[src/scs_cfg.svh]
// Purpose: constants of the clock source select block
// Assumes: 32-bit apb words at byte offsets
// Notes  : definitions only
`ifndef SCS_CFG_SVH
`define SCS_CFG_SVH
// ----------------------------------------
// register map
// ----------------------------------------
`define SCS_ADDR_CTRL   8'h00
`define SCS_ADDR_STAT   8'h04
`define SCS_ADDR_T1     8'h08
`define SCS_CTRL_SEL_LSB   0
`define SCS_CTRL_FREQ_LSB  3
`define SCS_CTRL_CKO_BIT   7
`define SCS_STAT_DONE_BIT  0
`define SCS_STAT_T1RDY_BIT 1
`define SCS_STAT_INTRDY_BIT 2
`define SCS_STAT_SRC_LSB   4
`define SCS_T1_EN_BIT      0
`define SCS_SEL_RESET   2'h0
`define SCS_FREQ_RESET  4'h7
`define SCS_MODE_RESET  3'h7
// ----------------------------------------
// config clock mode codes and settings
// ----------------------------------------
`define SCS_MODE_EC_HI  3'h7
`define SCS_MODE_EC_MID 3'h6
`define SCS_MODE_EC_LO  3'h5
`define SCS_MODE_INT    3'h4
`define SCS_MODE_RC     3'h3
`define SCS_MODE_HS     3'h2
`define SCS_MODE_XT     3'h1
`define SCS_MODE_LP     3'h0
`define SCS_LVL_OFF     2'h0
`define SCS_LVL_LOW     2'h1
`define SCS_LVL_MID     2'h2
`define SCS_LVL_HIGH    2'h3
`define SCS_FREQ_LF_MAX 4'h1
`define SCS_FREQ_MF_MAX 4'h6
// ----------------------------------------
// timing
// ----------------------------------------
`define SCS_CLK_PERIOD_PS 8000
`define SCS_INT_SETTLE_NS 2000
`define SCS_OST_TICKS     1024
`define SCS_T1_TICKS      1024
`endif

[src/scs_pkg.sv]
// Purpose: types of the clock source select block
// Assumes: nothing
// Notes  : codes are written out
package scs_pkg;
  typedef enum logic [1:0] {
    SCS_SRC_PRI = 2'b00,
    SCS_SRC_SEC = 2'b01,
    SCS_SRC_INT = 2'b10
  } scs_src_t;
  typedef enum logic [1:0] {
    SCS_ST_RUN  = 2'b00,
    SCS_ST_WAIT = 2'b01,
    SCS_ST_SWAP = 2'b10
  } scs_fsm_t;
  typedef enum logic [1:0] {
    SCS_INT_LF = 2'b00,
    SCS_INT_MF = 2'b01,
    SCS_INT_HF = 2'b10
  } scs_int_t;
  typedef enum logic [1:0] {
    SCS_CL_EC   = 2'b00,
    SCS_CL_XTAL = 2'b01,
    SCS_CL_RC   = 2'b10,
    SCS_CL_INT  = 2'b11
  } scs_class_t;
endpackage : scs_pkg

[src/scs_settle.sv]
// Purpose: counts ticks of a source until it is taken as stable
// Assumes: i_tick synchronous to i_clk
// Notes  : dropping i_run restarts the count
`timescale 1ns/10ps
module scs_settle #(
  parameter int CNT_W = 16,
  parameter int COUNT = 1024
) (
  input  wire logic i_clk,
  input  wire logic i_rst,
  input  wire logic i_ce,
  input  wire logic i_run,
  input  wire logic i_tick,
  output logic      o_done
);
  logic [CNT_W-1:0] cnt_reg;
  // ----------------------------------------
  // counter
  // ----------------------------------------
  // done stays set while the source keeps running
  always_ff @(posedge i_clk or posedge i_rst) begin
    if (i_rst) begin
      cnt_reg <= '0;
      o_done  <= 1'b0;
    end else if (i_ce) begin
      if (!i_run) begin
        cnt_reg <= '0;
        o_done  <= 1'b0;
      end else if (i_tick && !o_done) begin
        cnt_reg <= cnt_reg + 1'b1;
        o_done  <= (cnt_reg == CNT_W'(COUNT - 1));
      end
    end
  end
endmodule : scs_settle

[src/scs_mode_decode.sv]
// Purpose: decodes the config clock mode field
// Assumes: field already captured
// Notes  : all eight codes are legal
`timescale 1ns/10ps
`include "scs_cfg.svh"
module scs_mode_decode (
  input  wire logic [2:0]         i_mode,
  output scs_pkg::scs_class_t     o_class,
  output logic [1:0]              o_gain,
  output logic [1:0]              o_power
);
  // ----------------------------------------
  // decode
  // ----------------------------------------
  always_comb begin
    o_class = scs_pkg::SCS_CL_EC;
    o_gain  = `SCS_LVL_OFF;
    o_power = `SCS_LVL_OFF;
    unique case (i_mode)
      `SCS_MODE_EC_HI: begin
        o_class = scs_pkg::SCS_CL_EC;
        o_power = `SCS_LVL_HIGH;
      end
      `SCS_MODE_EC_MID: begin
        o_class = scs_pkg::SCS_CL_EC;
        o_power = `SCS_LVL_MID;
      end
      `SCS_MODE_EC_LO: begin
        o_class = scs_pkg::SCS_CL_EC;
        o_power = `SCS_LVL_LOW;
      end
      `SCS_MODE_INT: o_class = scs_pkg::SCS_CL_INT;
      `SCS_MODE_RC:  o_class = scs_pkg::SCS_CL_RC;
      `SCS_MODE_HS: begin
        o_class = scs_pkg::SCS_CL_XTAL;
        o_gain  = `SCS_LVL_HIGH;
      end
      `SCS_MODE_XT: begin
        o_class = scs_pkg::SCS_CL_XTAL;
        o_gain  = `SCS_LVL_MID;
      end
      `SCS_MODE_LP: begin
        o_class = scs_pkg::SCS_CL_XTAL;
        o_gain  = `SCS_LVL_LOW;
      end
    endcase
  end
endmodule : scs_mode_decode

[src/scs_top.sv]
// Purpose: system clock source select and switch control
// Assumes: all inputs synchronous to I_CLK; apb slave
// Notes  : steers external clock muxes; muxes themselves live outside
//
// How it works
// - mode 111/110/101 give external clock at high/medium/low power
// - external clock mode skips the start-up timer, no delay
// - fully static: clock stop (I_CE low) freezes and keeps all state
// - external clock mode frees the second pin for io or clock out
// - the three-bit config mode sets the default source after reset
// - internal block offers 16 MHz, 500 kHz and 31 kHz sources
// - crystal modes set low, medium or high amplifier gain
// - select 00 runs from the config mode source
// - select 01 runs from the secondary timekeeping crystal
// - select 1x runs from internal block at the chosen frequency
// - select field clears on every reset
// - automatic switches never change the select field
// - a new source must be stable before the switch
// - done flag shows configured source running, timer expired
// - start-up timer and flag ignore the secondary oscillator
// - secondary crystal runs only while its enable bit is set
//
// Design decisions made here: the register addresses and the APB register port.
`timescale 1ns/10ps
`include "scs_cfg.svh"
module scs_top #(
  parameter int OST_TICKS = `SCS_OST_TICKS,
  parameter int T1_TICKS  = `SCS_T1_TICKS
) (
  input  wire logic        I_CLK,
  input  wire logic        I_RST,
  input  wire logic        I_CE,
  input  wire logic [2:0]  I_CFG_CLOCK_MODE,
  input  wire logic        I_PRI_TICK,
  input  wire logic        I_SEC_TICK,
  input  wire logic        I_CLK_FAIL,
  input  wire logic        I_TWO_SPEED_EN,
  input  wire logic        I_PSEL,
  input  wire logic        I_PENABLE,
  input  wire logic        I_PWRITE,
  input  wire logic [7:0]  I_PADDR,
  input  wire logic [31:0] I_PWDATA,
  output logic [31:0]      O_PRDATA,
  output logic             O_PREADY,
  output logic             O_PSLVERR,
  output logic [1:0]       O_CLK_SRC,
  output logic [1:0]       O_INT_SRC,
  output logic [3:0]       O_INT_FREQ,
  output logic             O_PRI_AMP_EN,
  output logic [1:0]       O_XTAL_GAIN,
  output logic [1:0]       O_EXT_POWER,
  output logic             O_PIN2_FREE,
  output logic             O_CLKOUT_EN,
  output logic             O_SEC_OSC_EN,
  output logic             O_SWITCHING
);
  // ----------------------------------------
  // constants
  // ----------------------------------------
  localparam int INT_SETTLE_CYC =
    (`SCS_INT_SETTLE_NS * 1000 + `SCS_CLK_PERIOD_PS - 1) / `SCS_CLK_PERIOD_PS;
  localparam int CNT_W = 16;

  // ----------------------------------------
  // state
  // ----------------------------------------
  logic [2:0]           cfg_mode_reg;
  logic                 cfg_loaded_reg;
  logic [1:0]           sel_reg;
  logic [3:0]           freq_reg;
  logic                 cko_reg;
  logic                 t1en_reg;
  scs_pkg::scs_fsm_t    state_reg;
  scs_pkg::scs_fsm_t    state_next;
  scs_pkg::scs_src_t    active_reg;
  scs_pkg::scs_src_t    pend_reg;
  scs_pkg::scs_src_t    pend_next;
  scs_pkg::scs_src_t    target;
  scs_pkg::scs_class_t  mode_class;
  scs_pkg::scs_int_t    int_src;
  logic [1:0]           gain;
  logic [1:0]           power;
  logic                 is_xtal;
  logic                 is_ec;
  logic                 ost_done;
  logic                 t1_ready;
  logic                 int_ready;
  logic                 pri_stable;
  logic                 pend_stable;
  logic                 done_flag;
  logic                 setup;
  logic                 wr_en;
  logic                 ctrl_wr;
  logic                 t1_wr;
  logic                 mapped;
  logic [31:0]          rdata;

  // ----------------------------------------
  // config mode capture
  // ----------------------------------------
  // strap taken at first enabled edge after release, never by the reset
  always_ff @(posedge I_CLK or posedge I_RST) begin
    if (I_RST) begin
      cfg_mode_reg   <= `SCS_MODE_RESET;
      cfg_loaded_reg <= 1'b0;
    end else if (I_CE && !cfg_loaded_reg) begin
      cfg_mode_reg   <= I_CFG_CLOCK_MODE;
      cfg_loaded_reg <= 1'b1;
    end
  end

  scs_mode_decode u_dec (
    .i_mode  (cfg_mode_reg),
    .o_class (mode_class),
    .o_gain  (gain),
    .o_power (power)
  );

  assign is_xtal = (mode_class == scs_pkg::SCS_CL_XTAL);
  assign is_ec   = (mode_class == scs_pkg::SCS_CL_EC);

  // ----------------------------------------
  // stability timers
  // ----------------------------------------
  // start-up timer only looks at the primary crystal
  scs_settle #(.CNT_W(CNT_W), .COUNT(OST_TICKS)) u_ost (
    .i_clk  (I_CLK),
    .i_rst  (I_RST),
    .i_ce   (I_CE),
    .i_run  (O_PRI_AMP_EN),
    .i_tick (I_PRI_TICK),
    .o_done (ost_done)
  );

  // secondary ready counts only while its enable bit is set
  scs_settle #(.CNT_W(CNT_W), .COUNT(T1_TICKS)) u_t1 (
    .i_clk  (I_CLK),
    .i_rst  (I_RST),
    .i_ce   (I_CE),
    .i_run  (O_SEC_OSC_EN),
    .i_tick (I_SEC_TICK),
    .o_done (t1_ready)
  );

  // internal block settles once after reset; it is the fail-safe fallback
  scs_settle #(.CNT_W(CNT_W), .COUNT(INT_SETTLE_CYC)) u_int (
    .i_clk  (I_CLK),
    .i_rst  (I_RST),
    .i_ce   (I_CE),
    .i_run  (1'b1),
    .i_tick (1'b1),
    .o_done (int_ready)
  );

  // external clock needs no start-up wait
  assign pri_stable = is_xtal ? ost_done : 1'b1;

  // ----------------------------------------
  // target source
  // ----------------------------------------
  // fail-safe and two-speed act here only; sel_reg is left alone
  always_comb begin
    target = scs_pkg::SCS_SRC_INT;
    if (!I_CLK_FAIL) begin
      unique case (sel_reg)
        2'b00: begin
          if (is_xtal && !ost_done && I_TWO_SPEED_EN) begin
            target = scs_pkg::SCS_SRC_INT;
          end else begin
            target = scs_pkg::SCS_SRC_PRI;
          end
        end
        2'b01: target = scs_pkg::SCS_SRC_SEC;
        2'b10: target = scs_pkg::SCS_SRC_INT;
        2'b11: target = scs_pkg::SCS_SRC_INT;
      endcase
    end
  end

  // ready of the source being switched to
  always_comb begin
    unique case (pend_reg)
      scs_pkg::SCS_SRC_PRI: pend_stable = pri_stable;
      scs_pkg::SCS_SRC_SEC: pend_stable = t1_ready;
      scs_pkg::SCS_SRC_INT: pend_stable = int_ready;
      default:              pend_stable = 1'b0;
    endcase
  end

  // internal frequency field picks one of three internal sources
  always_comb begin
    if (freq_reg <= `SCS_FREQ_LF_MAX) begin
      int_src = scs_pkg::SCS_INT_LF;
    end else if (freq_reg <= `SCS_FREQ_MF_MAX) begin
      int_src = scs_pkg::SCS_INT_MF;
    end else begin
      int_src = scs_pkg::SCS_INT_HF;
    end
  end

  // ----------------------------------------
  // switch sequencer
  // ----------------------------------------
  // old source stays on the mux until the new one reports stable
  always_comb begin
    state_next = state_reg;
    pend_next  = pend_reg;
    unique case (state_reg)
      scs_pkg::SCS_ST_RUN: begin
        if (cfg_loaded_reg && target != active_reg) begin
          state_next = scs_pkg::SCS_ST_WAIT;
          pend_next  = target;
        end
      end
      scs_pkg::SCS_ST_WAIT: begin
        if (target != pend_reg) begin
          pend_next = target;
        end else if (pend_stable) begin
          state_next = scs_pkg::SCS_ST_SWAP;
        end
      end
      scs_pkg::SCS_ST_SWAP: state_next = scs_pkg::SCS_ST_RUN;
      default:              state_next = scs_pkg::SCS_ST_RUN;
    endcase
  end

  always_ff @(posedge I_CLK or posedge I_RST) begin
    if (I_RST) begin
      state_reg  <= scs_pkg::SCS_ST_RUN;
      pend_reg   <= scs_pkg::SCS_SRC_PRI;
      active_reg <= scs_pkg::SCS_SRC_PRI;
    end else if (I_CE) begin
      state_reg <= state_next;
      pend_reg  <= pend_next;
      if (state_reg == scs_pkg::SCS_ST_SWAP) begin
        active_reg <= pend_reg;
      end
    end
  end

  // configured source running and, for a crystal, its timer expired
  assign done_flag = cfg_loaded_reg && active_reg == scs_pkg::SCS_SRC_PRI
                     && pri_stable;

  // ----------------------------------------
  // apb slave
  // ----------------------------------------
  assign setup   = I_PSEL && !I_PENABLE;
  assign wr_en   = I_PSEL && I_PENABLE && O_PREADY && I_PWRITE && !O_PSLVERR;
  assign ctrl_wr = wr_en && I_PADDR == `SCS_ADDR_CTRL;
  assign t1_wr   = wr_en && I_PADDR == `SCS_ADDR_T1;
  assign mapped  = I_PADDR == `SCS_ADDR_CTRL || I_PADDR == `SCS_ADDR_STAT
                   || I_PADDR == `SCS_ADDR_T1;

  always_comb begin
    rdata = '0;
    if (I_PADDR == `SCS_ADDR_CTRL) begin
      rdata[`SCS_CTRL_SEL_LSB +: 2]  = sel_reg;
      rdata[`SCS_CTRL_FREQ_LSB +: 4] = freq_reg;
      rdata[`SCS_CTRL_CKO_BIT]       = cko_reg;
    end else if (I_PADDR == `SCS_ADDR_STAT) begin
      rdata[`SCS_STAT_DONE_BIT]     = done_flag;
      rdata[`SCS_STAT_T1RDY_BIT]    = t1_ready;
      rdata[`SCS_STAT_INTRDY_BIT]   = int_ready;
      rdata[`SCS_STAT_SRC_LSB +: 2] = active_reg;
    end else if (I_PADDR == `SCS_ADDR_T1) begin
      rdata[`SCS_T1_EN_BIT] = t1en_reg;
    end
  end

  // answer is registered in the setup cycle: one access cycle, no waits
  always_ff @(posedge I_CLK or posedge I_RST) begin
    if (I_RST) begin
      O_PREADY  <= 1'b0;
      O_PSLVERR <= 1'b0;
      O_PRDATA  <= '0;
    end else if (I_CE) begin
      O_PREADY  <= setup;
      O_PSLVERR <= setup && !mapped;
      if (setup && !I_PWRITE) begin
        O_PRDATA <= rdata;
      end
    end
  end

  // software registers; selecting secondary early only stalls the switch
  always_ff @(posedge I_CLK or posedge I_RST) begin
    if (I_RST) begin
      sel_reg  <= `SCS_SEL_RESET;
      freq_reg <= `SCS_FREQ_RESET;
      cko_reg  <= 1'b0;
      t1en_reg <= 1'b0;
    end else if (I_CE) begin
      if (ctrl_wr) begin
        sel_reg  <= I_PWDATA[`SCS_CTRL_SEL_LSB +: 2];
        freq_reg <= I_PWDATA[`SCS_CTRL_FREQ_LSB +: 4];
        cko_reg  <= I_PWDATA[`SCS_CTRL_CKO_BIT];
      end
      if (t1_wr) begin
        t1en_reg <= I_PWDATA[`SCS_T1_EN_BIT];
      end
    end
  end

  // ----------------------------------------
  // oscillator controls
  // ----------------------------------------
  // amplifier runs while primary is wanted, so two-speed can time it
  always_ff @(posedge I_CLK or posedge I_RST) begin
    if (I_RST) begin
      O_PRI_AMP_EN <= 1'b0;
      O_XTAL_GAIN  <= `SCS_LVL_OFF;
      O_EXT_POWER  <= `SCS_LVL_OFF;
      O_PIN2_FREE  <= 1'b0;
      O_CLKOUT_EN  <= 1'b0;
      O_SEC_OSC_EN <= 1'b0;
      O_INT_SRC    <= scs_pkg::SCS_INT_HF;
      O_INT_FREQ   <= `SCS_FREQ_RESET;
      O_SWITCHING  <= 1'b0;
    end else if (I_CE) begin
      O_PRI_AMP_EN <= cfg_loaded_reg && is_xtal
                      && (sel_reg == 2'b00 || active_reg == scs_pkg::SCS_SRC_PRI);
      O_XTAL_GAIN  <= gain;
      O_EXT_POWER  <= power;
      O_PIN2_FREE  <= is_ec;
      O_CLKOUT_EN  <= is_ec && cko_reg;
      O_SEC_OSC_EN <= t1en_reg;
      O_INT_SRC    <= int_src;
      O_INT_FREQ   <= freq_reg;
      O_SWITCHING  <= state_next != scs_pkg::SCS_ST_RUN;
    end
  end

  assign O_CLK_SRC = active_reg;
endmodule : scs_top

[config.mk]
export PLATFORM = sky130hd
export DESIGN_NAME = scs_top
export DESIGN_NICKNAME = d
export VERILOG_FILES = /design/src/scs_pkg.sv /design/src/scs_settle.sv /design/src/scs_mode_decode.sv /design/src/scs_top.sv
export VERILOG_INCLUDE_DIRS = /design/src
export SDC_FILE = /design/constraint.sdc
export NUM_CORES = 1
export LEC_CHECK = 0
export BUFFER_PORTS_ARGS = -buffer_cell sky130_fd_sc_hd__buf_2
export CAP_MARGIN = 25
export CORE_ASPECT_RATIO = 0.7
export CORE_MARGIN = 2
export CORE_UTILIZATION = 48
export DETAILED_ROUTE_END_ITERATION = 8
export GPL_ROUTABILITY_DRIVEN = 1
export PLACE_DENSITY = 0.78
export REMOVE_ABC_BUFFERS = 1
export SLEW_MARGIN = 20
export SYNTH_ARGS = -nofsm -noshare
export SYNTH_HDL_FRONTEND = slang
export SYNTH_SLANG_ARGS = --single-unit
[constraint.sdc]
create_clock -name I_CLK -period 4.5 [get_ports I_CLK]
set_input_delay 0.675 -clock I_CLK [delete_from_list [all_inputs] [get_ports I_CLK]]
set_output_delay 0.675 -clock I_CLK [all_outputs]
set_load 0.02 [all_outputs]
# Yosys cells after proc, flatten, opt, wreduce, memory -nomap -nowiden
# Index checks and enable logic that the tools add are counted.
# W data, S select, Z words.
# word_totals
in_bits	53
reg_bits	94
word_cells	144
output_inout_bits	51
# op_classes
mux	35
addsub	3
bitwise_logic	1
magnitude_cmp	2
n_reduce_logical	50
eq_ne	26
# op_table
cell	n
$mux W16	4
$add A16 B1 Y16 const B	3
$eq A16 B10 Y1 const B	2
$mux W2	14
$logic_and A1 B1 Y1	20
$pmux W2 S3	3
$eq A16 B8 Y1 const B	1
$reduce_and A2 Y1	7
$eq A3 B3 Y1 const B	4
$logic_not A2 Y1	5
$mux W1	10
$eq A2 B1 Y1 const B	4
$eq A2 B2 Y1 const B	4
$eq A8 B3 Y1 const B	1
$eq A8 B4 Y1 const B	1
$logic_not A8 Y1	1
$pmux W2 S2	2
$pmux W2 S4	1
$logic_not A1 Y1	7
$eq A3 B2 Y1 const B	2
$reduce_or A3 Y1	2
$le A4 B1 Y1 const B	1
$le A4 B3 Y1 const B	1
$ne A2 B1 Y1 const B	2
10 further kinds	15

# Depth between registers and ports, before layout
# Gate-level depths: netlist of run 1.
# depth
ltp_word	14
ltp_mapped	6
depth_no_buf	6

# By module
# From an unflattened synthesis of run 1, not the netlist that was laid out.
# hier_totals
cells_unflattened	513
area_unflattened_um2	5091.1
# modules_own_cells
mod	area_per_inst_um2	seq_area_each_um2	cells_each	n_inst
scs_top	2178.3	1088.5	201	1
scs_settle at u_t1	985.9	425.4	104	1
scs_settle at u_int	947.2	425.4	100	1
scs_settle at u_ost	918.4	425.4	98	1
scs_mode_decode	61.3	0.0	10	1

# Worst setup path before layout of run 1
# Ideal clock, no wire load.
# synth_path
path_kind	input -> register
from	input port I_TWO_SPEED_EN
to	register pend_reg[1]
slack_ps	2400
required_time_ps	4372
arrival_ps	1972
path_stages	5
setup_ps	128
path_buffers	0
cell_sequence	or3b_1 -> nor4_1 -> nor3_1 -> a31oi_2 -> mux2_1
# synth_via
elab_chain_cells	8
elab_cells_between_ends	13
cone_classes	4 x eq/ne; 6 x mux; 3 x reduce/logical
# synth_lines
element	line	rtl
from (decl)	scs_top.sv:37	input wire logic I_TWO_SPEED_EN,
$logic_and A1 B1 Y1 *	scs_top.sv:167	if (is_xtal && !ost_done && I_TWO_SPEED_EN) begin
$mux W2 *	scs_top.sv:167	
$pmux W2 S3 *	scs_top.sv:165	unique case (sel_reg)
$mux W2 *	scs_top.sv:164	if (!I_CLK_FAIL) begin
$ne A2 B2 Y1	scs_top.sv:210	if (cfg_loaded_reg && target != active_reg) begin
$logic_and A1 B1 Y1	scs_top.sv:210	
$ne A2 B2 Y1 (no line)	-	
$reduce_and A4 Y1 (no line)	-	
to (signal assigned)	scs_top.sv:230	pend_reg <= scs_pkg::SCS_SRC_PRI;
to (signal assigned)	scs_top.sv:234	pend_reg <= pend_next;
to (decl)	scs_top.sv:76	scs_pkg::scs_src_t pend_reg;
# Every way passes the cells marked *; elsewhere a longest branch is shown, timed or not. The select of a mux whose other input is x is not followed.
# A chain may end at the register's enable or synchronous reset.

# Worst setup path after layout of run 1
# layout_path
from	input port I_CE
to	register u_ost.cnt_reg[13]
# layout_via
elab_chain_cells	1
# layout_lines
element	line	rtl
from (decl)	scs_top.sv:32	input wire logic I_CE,
$reduce_and A2 Y1 (no line)	-	
to (signal assigned)	scs_settle.sv:30	cnt_reg <= cnt_reg + 1'b1;
to (decl)	scs_settle.sv:16	logic [CNT_W-1:0] cnt_reg;
# Every way passes these cells.

==> impl_metrics.env, run 1 <==
export IMPL_clock_sinks=94
export IMPL_track_usage_pct=19.0
export IMPL_grt_pass1_vias=3277
export IMPL_syn_area_um2=4670
export IMPL_htreeDepth=3
export IMPL_cts_hold_buf=0
export IMPL_start_util_pct=48.8
export IMPL_io_pins=104
export IMPL_finalWeightedCongestion=0.844
export IMPL_max_slew_margin_pct=41.4
export IMPL_final_cell_mix="dfrtp_1 (84), buf_2 (54), nand2_1 (47)"
export IMPL_status="finished, final reports clean"
export IMPL_hold_depth=2
export IMPL_drt_first_pass_iters=5
export IMPL_die_height_um=86.6
export IMPL_cp_max_fo=40
export IMPL_hold_end="O_PRDATA[6]$_DFFE_PP0P_"
export IMPL_fillers=827
export IMPL_synth_seq_cells=94
export IMPL_skew_ns=0.00939
export IMPL_peakVddDrop_mv=0.191
export IMPL_synthCells=462
export IMPL_finalCritPeriodShare_pct=53.5
export IMPL_cpMostUsedCell="nand2_1"
export IMPL_drive_above_1_share_pct=20.2
export IMPL_async_flop_share_pct=100
export IMPL_finalWirelength_mm=9.51
export IMPL_synth_area_per_cell_um2=10.1
export IMPL_path_buf_inv=1
export IMPL_slew_viol_final=0
export IMPL_mostFrequentLayoutCell="dfrtp_1"
export IMPL_cpMaxStageDelayCell="buf_2"
export IMPL_area_growth_pct=13.6
export IMPL_hold_path_class="register to register"
export IMPL_synth_edf_count=0
export IMPL_area_sequential_um2=2360
export IMPL_cp_data_arrival_time_ns=2.69
export IMPL_port_buffers=54
export IMPL_crit_chain="buf_2 > nand2_1 > a211oi_4 > nand3_1 > or4_1 > nand2_1"
export IMPL_finish_utilization_pct=55.5
export IMPL_coreArea_um2=9570
export IMPL_cts_tree="built"
export IMPL_p_leak_nw=2.45
export IMPL_dr_total_vias=3562
export IMPL_place_hpwl_mm=6.47
export IMPL_reg2regPathDepth=5
export IMPL_cts_repair_resized=0
export IMPL_diodes=0
export IMPL_critPathMaxStageDelay_ns=0.53
export IMPL_dieWidth_um=122
export IMPL_r2r_end="pend_reg[1]$_DFFE_PP0P_"
export IMPL_dp_slack_ns=1.78
export IMPL_netlist_top_cell_by_area="dfrtp_1"
export IMPL_cts_root_buf="clkbuf_16"
export IMPL_powerDensity_nw_per_um2=413
export IMPL_path_class="input pin to register"
export IMPL_final_nets=572
export IMPL_min_from="O_PRDATA[6]$_DFFE_PP0P_"
export IMPL_cts_buffers=9
export IMPL_multi_input_area_um2=2090
export IMPL_drtIter0Drc=244
export IMPL_vias_per_cell=5.50
export IMPL_maxCapViolations=0
export IMPL_rows=30
export IMPL_antenna_found_initial=0
export IMPL_crit_family="simple AND/OR/NAND/NOR gates"
export IMPL_worst_slack_ns=2.09
export IMPL_insertion_delay_ns=0.34
export IMPL_clk_pin_slew_ns=0.07
export IMPL_route_detailed_drc=0
export IMPL_grt_overflow=0
export IMPL_grt_max_degree=53
export IMPL_die_area_um2=10600
export IMPL_r2r_start="sel_reg[0]$_DFFE_PP0P_"
export IMPL_end_kind="register"
export IMPL_final_antenna_net_count=0
export IMPL_synth_cell_types=57
export IMPL_r2r_slack_ns=2.33
export IMPL_post_drt_wl_per_cell_um=14.7
export IMPL_fin_crit_ns=2.41
export IMPL_synth_flop_cell="dfrtp_1"
export IMPL_setup_viol=0
export IMPL_max_slew_worst_pin_slew_ns=0.879
export IMPL_synth_top_area_share_pct=45.0
export IMPL_critPathLaunchType="input pin"
export IMPL_clk_path_buf_depth=2
export IMPL_finalHoldViolCount=0
export IMPL_crit_required_ns=4.78
export IMPL_yosys_warnings=0
export IMPL_synth_area_top_cells="dfrtp_1 (45%), dfstp_2 (5.6%), buf_4 (3.9%)"
export IMPL_cts_setup_buffers=0
export IMPL_grt_pass1_wl_mm=15.7
export IMPL_rsz0062_at_grt="no"
export IMPL_setup_tns_ns=0
export IMPL_crit_cells=6
export IMPL_synth_seq_area_share_pct=50.6
export IMPL_timing_fmax_mhz=415
==> tightest hold or removal path: cells and delay by family (launching register included) <==
| kind | cells | cell delay, ns |
|---|---|---|
| AND/OR/NAND/NOR | 2 | 0.10 |
| flip-flops | 1 | 0.34 |
==> metal layers <==
layer	share of wire, %	vias to the layer above	wire, um	track usage, %
met3	6.3	12	595	5.46
met2	47	116	4450	30.0
met4	0.89	0	85	4.49
li1	-	1686	-	-
met5	0	-	0	0
met1	46	1748	4390	26.2
==> final cells by class <==
class                   count  share of cell area [%]
clock buffers              11                    4.57
inverters                  19                    1.37
multi-input cells         336                    39.3
well taps                 128                    3.02
repair buffers             55                    5.23
clock inverters             5                    1.96
flip-flops and latches     94                    44.6
==> synth_stat cells (all sizes together), types with 2 or more instances <==
master and instances:
a211oi 5, a21oi 10, a221oi 3, a22o 2, a31oi 2, a32o 2
and3 7, and4 4, buf 30, clkbuf 6, dfrtp 84, dfstp 10
ha 4, inv 19, mux2 18, mux2i 2, nand2 47, nand2b 5
nand3 20, nand3b 2, nand4 9, nor2 43, nor2b 5, nor3 12
nor3b 4, nor4 8, nor4b 2, o2111ai 4, o211ai 5, o21ai 25
o2bb2ai 3, o31ai 4, or3 6, or3b 2, or4 3, xnor2 20
xor2 16
==> power by group <==
group / switching [mW] / leakage (nW) / internal [mW] / total [mW]
registers: 0.0892 / 1.23 / 0.917 / 1.01
clock network: 0.317 / 0.170 / 0.559 / 0.877
logic: 0.184 / 1.05 / 0.125 / 0.309
total: 0.591 / 2.45 / 1.60 / 2.19
==> metrics by stage <==
| step | hold slack [ns] | area [um2] | power, mW | std cells |
|---|---|---|---|---|
| 6_report | 0.475 | 5310 | 2.19 | 648 |
| 5_1_grt | 0.498 | 5310 | 2.29 | 648 |
| 4_1_cts | 0.475 | 5310 | 2.21 | 648 |
| 3_5_place_dp | 0.459 | 4960 | 1.33 | 632 |
| 3_3_place_gp | 0.450 | 4960 | 1.31 | 632 |
| 2_1_floorplan | 0.447 | 4520 | 1.22 | 449 |
==> logic make-up (layout without fill, tap and decap cells) <==
| logic type | count (synthesis) | count (layout) | synth area share (%) |
|---|---|---|---|
| simple gates | 183 | 183 | 19.8 |
| flops | 94 | 94 | 50.6 |
| compound gates | 69 | 69 | 10.4 |
| buf+inv | 55 | 90 | 6.61 |
| xor+xnor | 36 | 36 | 6.75 |
| mux | 20 | 20 | 4.77 |
| fa+ha+maj | 4 | 4 | 1.07 |
| other cells | 1 | 24 | 0.0802 |
==> worst max-delay path by stage <==
stage	to	slack [ns]	start
finish	u_ost.cnt_reg[13]$_DFFE_PP0P_	2.09	I_CE
global route	u_ost.cnt_reg[15]$_DFFE_PP0P_	1.93	I_CE
CTS	u_ost.cnt_reg[13]$_DFFE_PP0P_	2.10	I_CE
detailed placement	t1en_reg$_DFFE_PP0P_	1.78	I_CE
global placement	t1en_reg$_DFFE_PP0P_	1.80	I_CE
floorplan	O_CLKOUT_EN$_DFFE_PP0P_	1.39	I_RST
No activity file was read; power rests on OpenSTA's default activity.
==> run 2, diff against run 1 <==
Clock period 4.5 ns to 2.4 ns, I/O delays scaled along.
==> run 2 against run 1 <==
Sequential share of layout area is 0.35 points lower. Combinational power is 92% higher. Sequential power up 87%. Cell count grew 1.4%. Total power rose by 77%. Critical path type is now register to register. Highest routed layer unchanged.
==> impl_metrics.env, run 2 (same netlist as run 1, synthesis figures left out) <==
export IMPL_status="finished, final reports clean"
export IMPL_crit_chain="or3b_1 > nor4_1 > nor3_1 > a31oi_2 > mux2_1"
export IMPL_finalCritPeriodShare_pct=88.0
export IMPL_grt_pass1_vias=3324
export IMPL_hold_path_class="input pin to register"
export IMPL_final_cell_mix="dfrtp_1 (84), buf_2 (54), nand2_1 (47)"
export IMPL_cts_tree="built"
export IMPL_critPathLaunchType="register"
export IMPL_route_detailed_drc=0
export IMPL_vias_per_cell=5.37
export IMPL_cts_repair_resized=0
export IMPL_cts_root_buf="clkbuf_16"
export IMPL_finalHoldViolCount=0
export IMPL_cts_buffers=9
export IMPL_final_nets=581
export IMPL_antenna_found_initial=0
export IMPL_port_buffers=54
export IMPL_fillers=826
export IMPL_grt_overflow=0
export IMPL_rows=30
export IMPL_rsz0062_at_grt="no"
export IMPL_cpMaxStageDelayCell="dfrtp_1"
export IMPL_place_inst=640
export IMPL_final_cells=657
export IMPL_p_leak_nw=2.48
export IMPL_drt_first_pass_iters=5
export IMPL_coreArea_um2=9570
export IMPL_htreeDepth=3
export IMPL_place_hpwl_mm=6.78
export IMPL_multi_input_area_um2=2090
export IMPL_grt_pass1_wl_mm=16.4
export IMPL_track_usage_pct=20.0
export IMPL_power_mw=3.89
export IMPL_maxCapViolations=0
export IMPL_max_slew_worst_pin_slew_ns=0.657
export IMPL_peakVddDrop_mv=0.526
export IMPL_timing_hold_ws_ns=0.248
export IMPL_post_drt_wl_per_cell_um=14.6
export IMPL_crit_required_ns=2.63
export IMPL_drive_above_1_share_pct=21.2
export IMPL_die_area_um2=10600
export IMPL_skew_ns=0.00566
export IMPL_area_growth_pct=14.5
export IMPL_clk_path_buf_depth=2
export IMPL_cp_max_fo=9
export IMPL_end_kind="register"
export IMPL_fin_crit_ns=2.11
export IMPL_diodes=0
export IMPL_finalWeightedCongestion=0.846
export IMPL_powerDensity_nw_per_um2=727
export IMPL_area_sequential_um2=2360
export IMPL_worst_slack_ns=0.288
export IMPL_slew_viol_final=0
export IMPL_die_height_um=86.6
export IMPL_critPathMaxStageDelay_ns=0.47
export IMPL_insertion_delay_ns=0.35
export IMPL_dp_slack_ns=0.305
export IMPL_final_antenna_net_count=0
export IMPL_clk_pin_slew_ns=0.06
export IMPL_drtIter0Drc=268
export IMPL_cp_data_arrival_time_ns=2.34
export IMPL_dr_total_vias=3528
export IMPL_finalWirelength_mm=9.62
export IMPL_io_pins=104
export IMPL_grt_max_degree=52
export IMPL_dieWidth_um=122
export IMPL_timing_fmax_mhz=474
export IMPL_max_slew_margin_pct=56.2
export IMPL_mostFrequentLayoutCell="dfrtp_1"
export IMPL_path_class="register to register"
export IMPL_clock_sinks=94
export IMPL_setup_viol=0
export IMPL_start_util_pct=48.8
## run 2: changes by cell type in the layout (fill, tap and decap cells not counted), sizes merged
cell,before,now
buf,55,63
clkinv,2,3
clkbuf,11,12
bufinv,3,1
dlygate4sd3,0,1
inv,19,18
clkinvlp,0,1
## run 2: worst paths after layout
check / from / end / slack, ns / cells after the start
worst min-delay path: I_PWDATA[3] / freq_reg[0]$_DFFE_PP1P_ / 0.25 / 2
min in group asynchronous: I_RST / u_int.cnt_reg[4]$_DFFE_PP0P_ / 0.55 / 3
worst max register to register: sel_reg[0]$_DFFE_PP0P_ / pend_reg[1]$_DFFE_PP0P_ / 0.29 / 5
max in group asynchronous: I_RST / freq_reg[0]$_DFFE_PP1P_ / 1.21 / 4
worst max-delay path: sel_reg[0]$_DFFE_PP0P_ / pend_reg[1]$_DFFE_PP0P_ / 0.29 / 5
worst min register to register: O_PRDATA[3]$_DFFE_PP0P_ / O_PRDATA[3]$_DFFE_PP0P_ / 0.47 / 2
## run 2: metrics by stage
stage / instance area [um2] / utilization (%) / TNS [ns]
floorplan: 4520 / - / -32.94
global placement: 5050 / 52.7 / 0
detailed placement: 5050 / 52.7 / 0
CTS: 5350 / 55.9 / 0
global route: 5350 / 55.9 / 0
finish: 5350 / 55.9 / 0
## run 2: report_power, final
group | total [mW] | internal, mW | switching, mW
registers | 1.89 | 1.72 | 0.167
logic | 0.593 | 0.247 | 0.346
clock network | 1.41 | 0.832 | 0.576
## run 2: critical path: cells and delay by family, from the launching register on
family	cells	cell delay (ns)
and+or+nand+nor	3	0.97
DFF	1	0.47
muxes	1	0.34
AOI/OAI and AO/OA	1	0.22
## run 2: per-layer routing
metal / part of all wire [%] / track usage (%) / vias to the layer above
li1: - / - / 1706
met1: 46 / 27.9 / 1696
met2: 46 / 30.7 / 113
met3: 6.2 / 5.72 / 13
met4: 1.5 / 5.96 / 0
met5: 0 / 0 / -
## run 2: layout make-up
cell class / count / area share, %
clock inverters: 4 / 0.889
repair buffers: 64 / 6.97
inverters: 19 / 1.36
well taps: 128 / 2.99
flip-flops and latches: 94 / 44.2
multi-input cells: 336 / 39.0
clock buffers: 12 / 4.61
## run 2: what timing repair did
item	in CTS	in global routing
buffers inserted	0	0
hold endpoints to repair	20	0
hold buffers	1	0
==> run 3, diff against run 2 <==
Settings changed: CORE_MARGIN 2 to 1.
==> run 3 against run 2 <==
Critical path type unchanged. Final area increased by 0.40%. Largest power group unchanged. Combinational power is essentially flat. Sequential share of layout area fell by 0.18 points.
==> impl_metrics.env, run 3 (same netlist as run 1, synthesis figures left out) <==
export IMPL_status="finished, final reports clean"
export IMPL_cts_root_buf="clkbuf_16"
export IMPL_crit_required_ns=2.62
export IMPL_critPathLaunchType="register"
export IMPL_dieWidth_um=120
export IMPL_hold_path_class="input pin to asynchronous set/reset pin"
export IMPL_powerDensity_nw_per_um2=744
export IMPL_drtIter0Drc=267
export IMPL_io_pins=104
export IMPL_cts_repair_resized=0
export IMPL_skew_ns=0.00683
export IMPL_finalHoldViolCount=0
export IMPL_final_cell_mix="dfrtp_1 (84), buf_2 (54), nand2_1 (47)"
export IMPL_fin_crit_ns=2.09
export IMPL_die_height_um=84.6
export IMPL_rsz0062_at_grt="no"
export IMPL_start_util_pct=50.5
export IMPL_clk_pin_slew_ns=0.06
export IMPL_cp_max_fo=9
export IMPL_htreeDepth=3
export IMPL_power_mw=4.00
export IMPL_setup_tns_ns=0
export IMPL_drt_first_pass_iters=5
export IMPL_coreArea_um2=9250
export IMPL_slew_viol_final=0
export IMPL_route_detailed_drc=0
export IMPL_antenna_found_initial=0
export IMPL_die_area_um2=10100
export IMPL_finalCritPeriodShare_pct=87.2
export IMPL_final_nets=585
export IMPL_path_class="register to register"
export IMPL_diodes=0
export IMPL_grt_pass1_vias=3557
export IMPL_end_kind="register"
export IMPL_peakVddDrop_mv=0.449
export IMPL_final_antenna_net_count=0
export IMPL_vias_per_cell=5.49
export IMPL_max_slew_margin_pct=52.9
export IMPL_cp_data_arrival_time_ns=2.31
export IMPL_mostFrequentLayoutCell="dfrtp_1"
export IMPL_grt_pass1_wl_mm=17.2
export IMPL_setup_viol=0
export IMPL_drive_above_1_share_pct=21.8
export IMPL_p_leak_nw=2.50
export IMPL_cts_setup_buffers=0
export IMPL_cts_hold_buf=0
export IMPL_post_drt_wl_per_cell_um=15.3
export IMPL_finalWeightedCongestion=0.843
export IMPL_max_slew_worst_pin_slew_ns=0.706
export IMPL_grt_overflow=0
export IMPL_track_usage_pct=21.3
export IMPL_place_hpwl_mm=7.27
export IMPL_finalWirelength_mm=10.1
export IMPL_cts_buffers=9
export IMPL_timing_fmax_mhz=478
export IMPL_clk_path_buf_depth=2
export IMPL_grt_max_degree=37
export IMPL_r2r_slack_ns=0.31
export IMPL_maxCapViolations=0
export IMPL_clock_sinks=94
export IMPL_area_growth_pct=14.9
export IMPL_insertion_delay_ns=0.34
export IMPL_dr_total_vias=3605
export IMPL_cts_tree="built"
export IMPL_rows=29
export IMPL_port_buffers=54
-- run 3: cell type report --
| cell class | count | area (um2) |
|---|---|---|
| Fill cell | 784 | 3880 |
| Sequential cell | 94 | 2360 |
| Multi-Input combinational cell | 336 | 2090 |
| Timing Repair Buffer | 68 | 375 |
| Clock buffer | 13 | 250 |
| Tap cell | 124 | 155 |
| Inverter | 19 | 72.6 |
| Clock inverter | 3 | 67.6 |
-- run 3: path summary, 6_finish.rpt --
check / start / to / depth (start not counted)
worst min-delay path: I_RST / u_int.cnt_reg[13]$_DFFE_PP0P_ / 2
worst max-delay path: sel_reg[0]$_DFFE_PP0P_ / pend_reg[1]$_DFFE_PP0P_ / 5
max in group asynchronous: I_RST / cfg_mode_reg[0]$_DFFE_PP1P_ / 3
worst max register to register: sel_reg[0]$_DFFE_PP0P_ / pend_reg[1]$_DFFE_PP0P_ / 5
worst min register to register: O_PRDATA[6]$_DFFE_PP0P_ / O_PRDATA[6]$_DFFE_PP0P_ / 2
min in group I_CLK: I_PWDATA[4] / freq_reg[1]$_DFFE_PP1P_ / 2
-- run 3: critical path, cell delays in order (launching register included) --
cell and delay (ns):
dfrtp_1 0.47, or3b_1 0.43, nor4_1 0.39, nor3_1 0.14
a31oi_2 0.22, mux2_1 0.34
-- run 3: power by group --
part / internal, mW / leakage (nW) / switching (mW)
Sequential: 1.72 / 1.23 / 0.167
Clock: 0.943 / 0.150 / 0.574
Combinational: 0.245 / 1.12 / 0.349
-- run 3: through the flow --
| stage | worst slack (ns) | hold WS, ns | cells | instance area [um2] | util [%] |
|---|---|---|---|---|---|
| final | 0.306 | 0.0846 | 657 | 5370 | 58.1 |
| after global routing | 0.154 | 0.130 | 657 | 5370 | 58.1 |
| after CTS | 0.317 | 0.102 | 657 | 5370 | 58.1 |
| after detailed placement | 0.322 | 0.454 | 641 | 5050 | 54.6 |
| after global placement | 0.370 | 0.443 | 641 | 5050 | 54.6 |
| after floorplan | -0.392 | 0.410 | 449 | 4520 | - |
-- run 3: layer usage --
metal	up-vias	global-route usage, %	wire, um
li1	1708	-	-
met1	1768	28.4	4590
met2	119	34.4	4780
met3	10	5.50	584
met4	0	5.91	91
met5	-	0	0
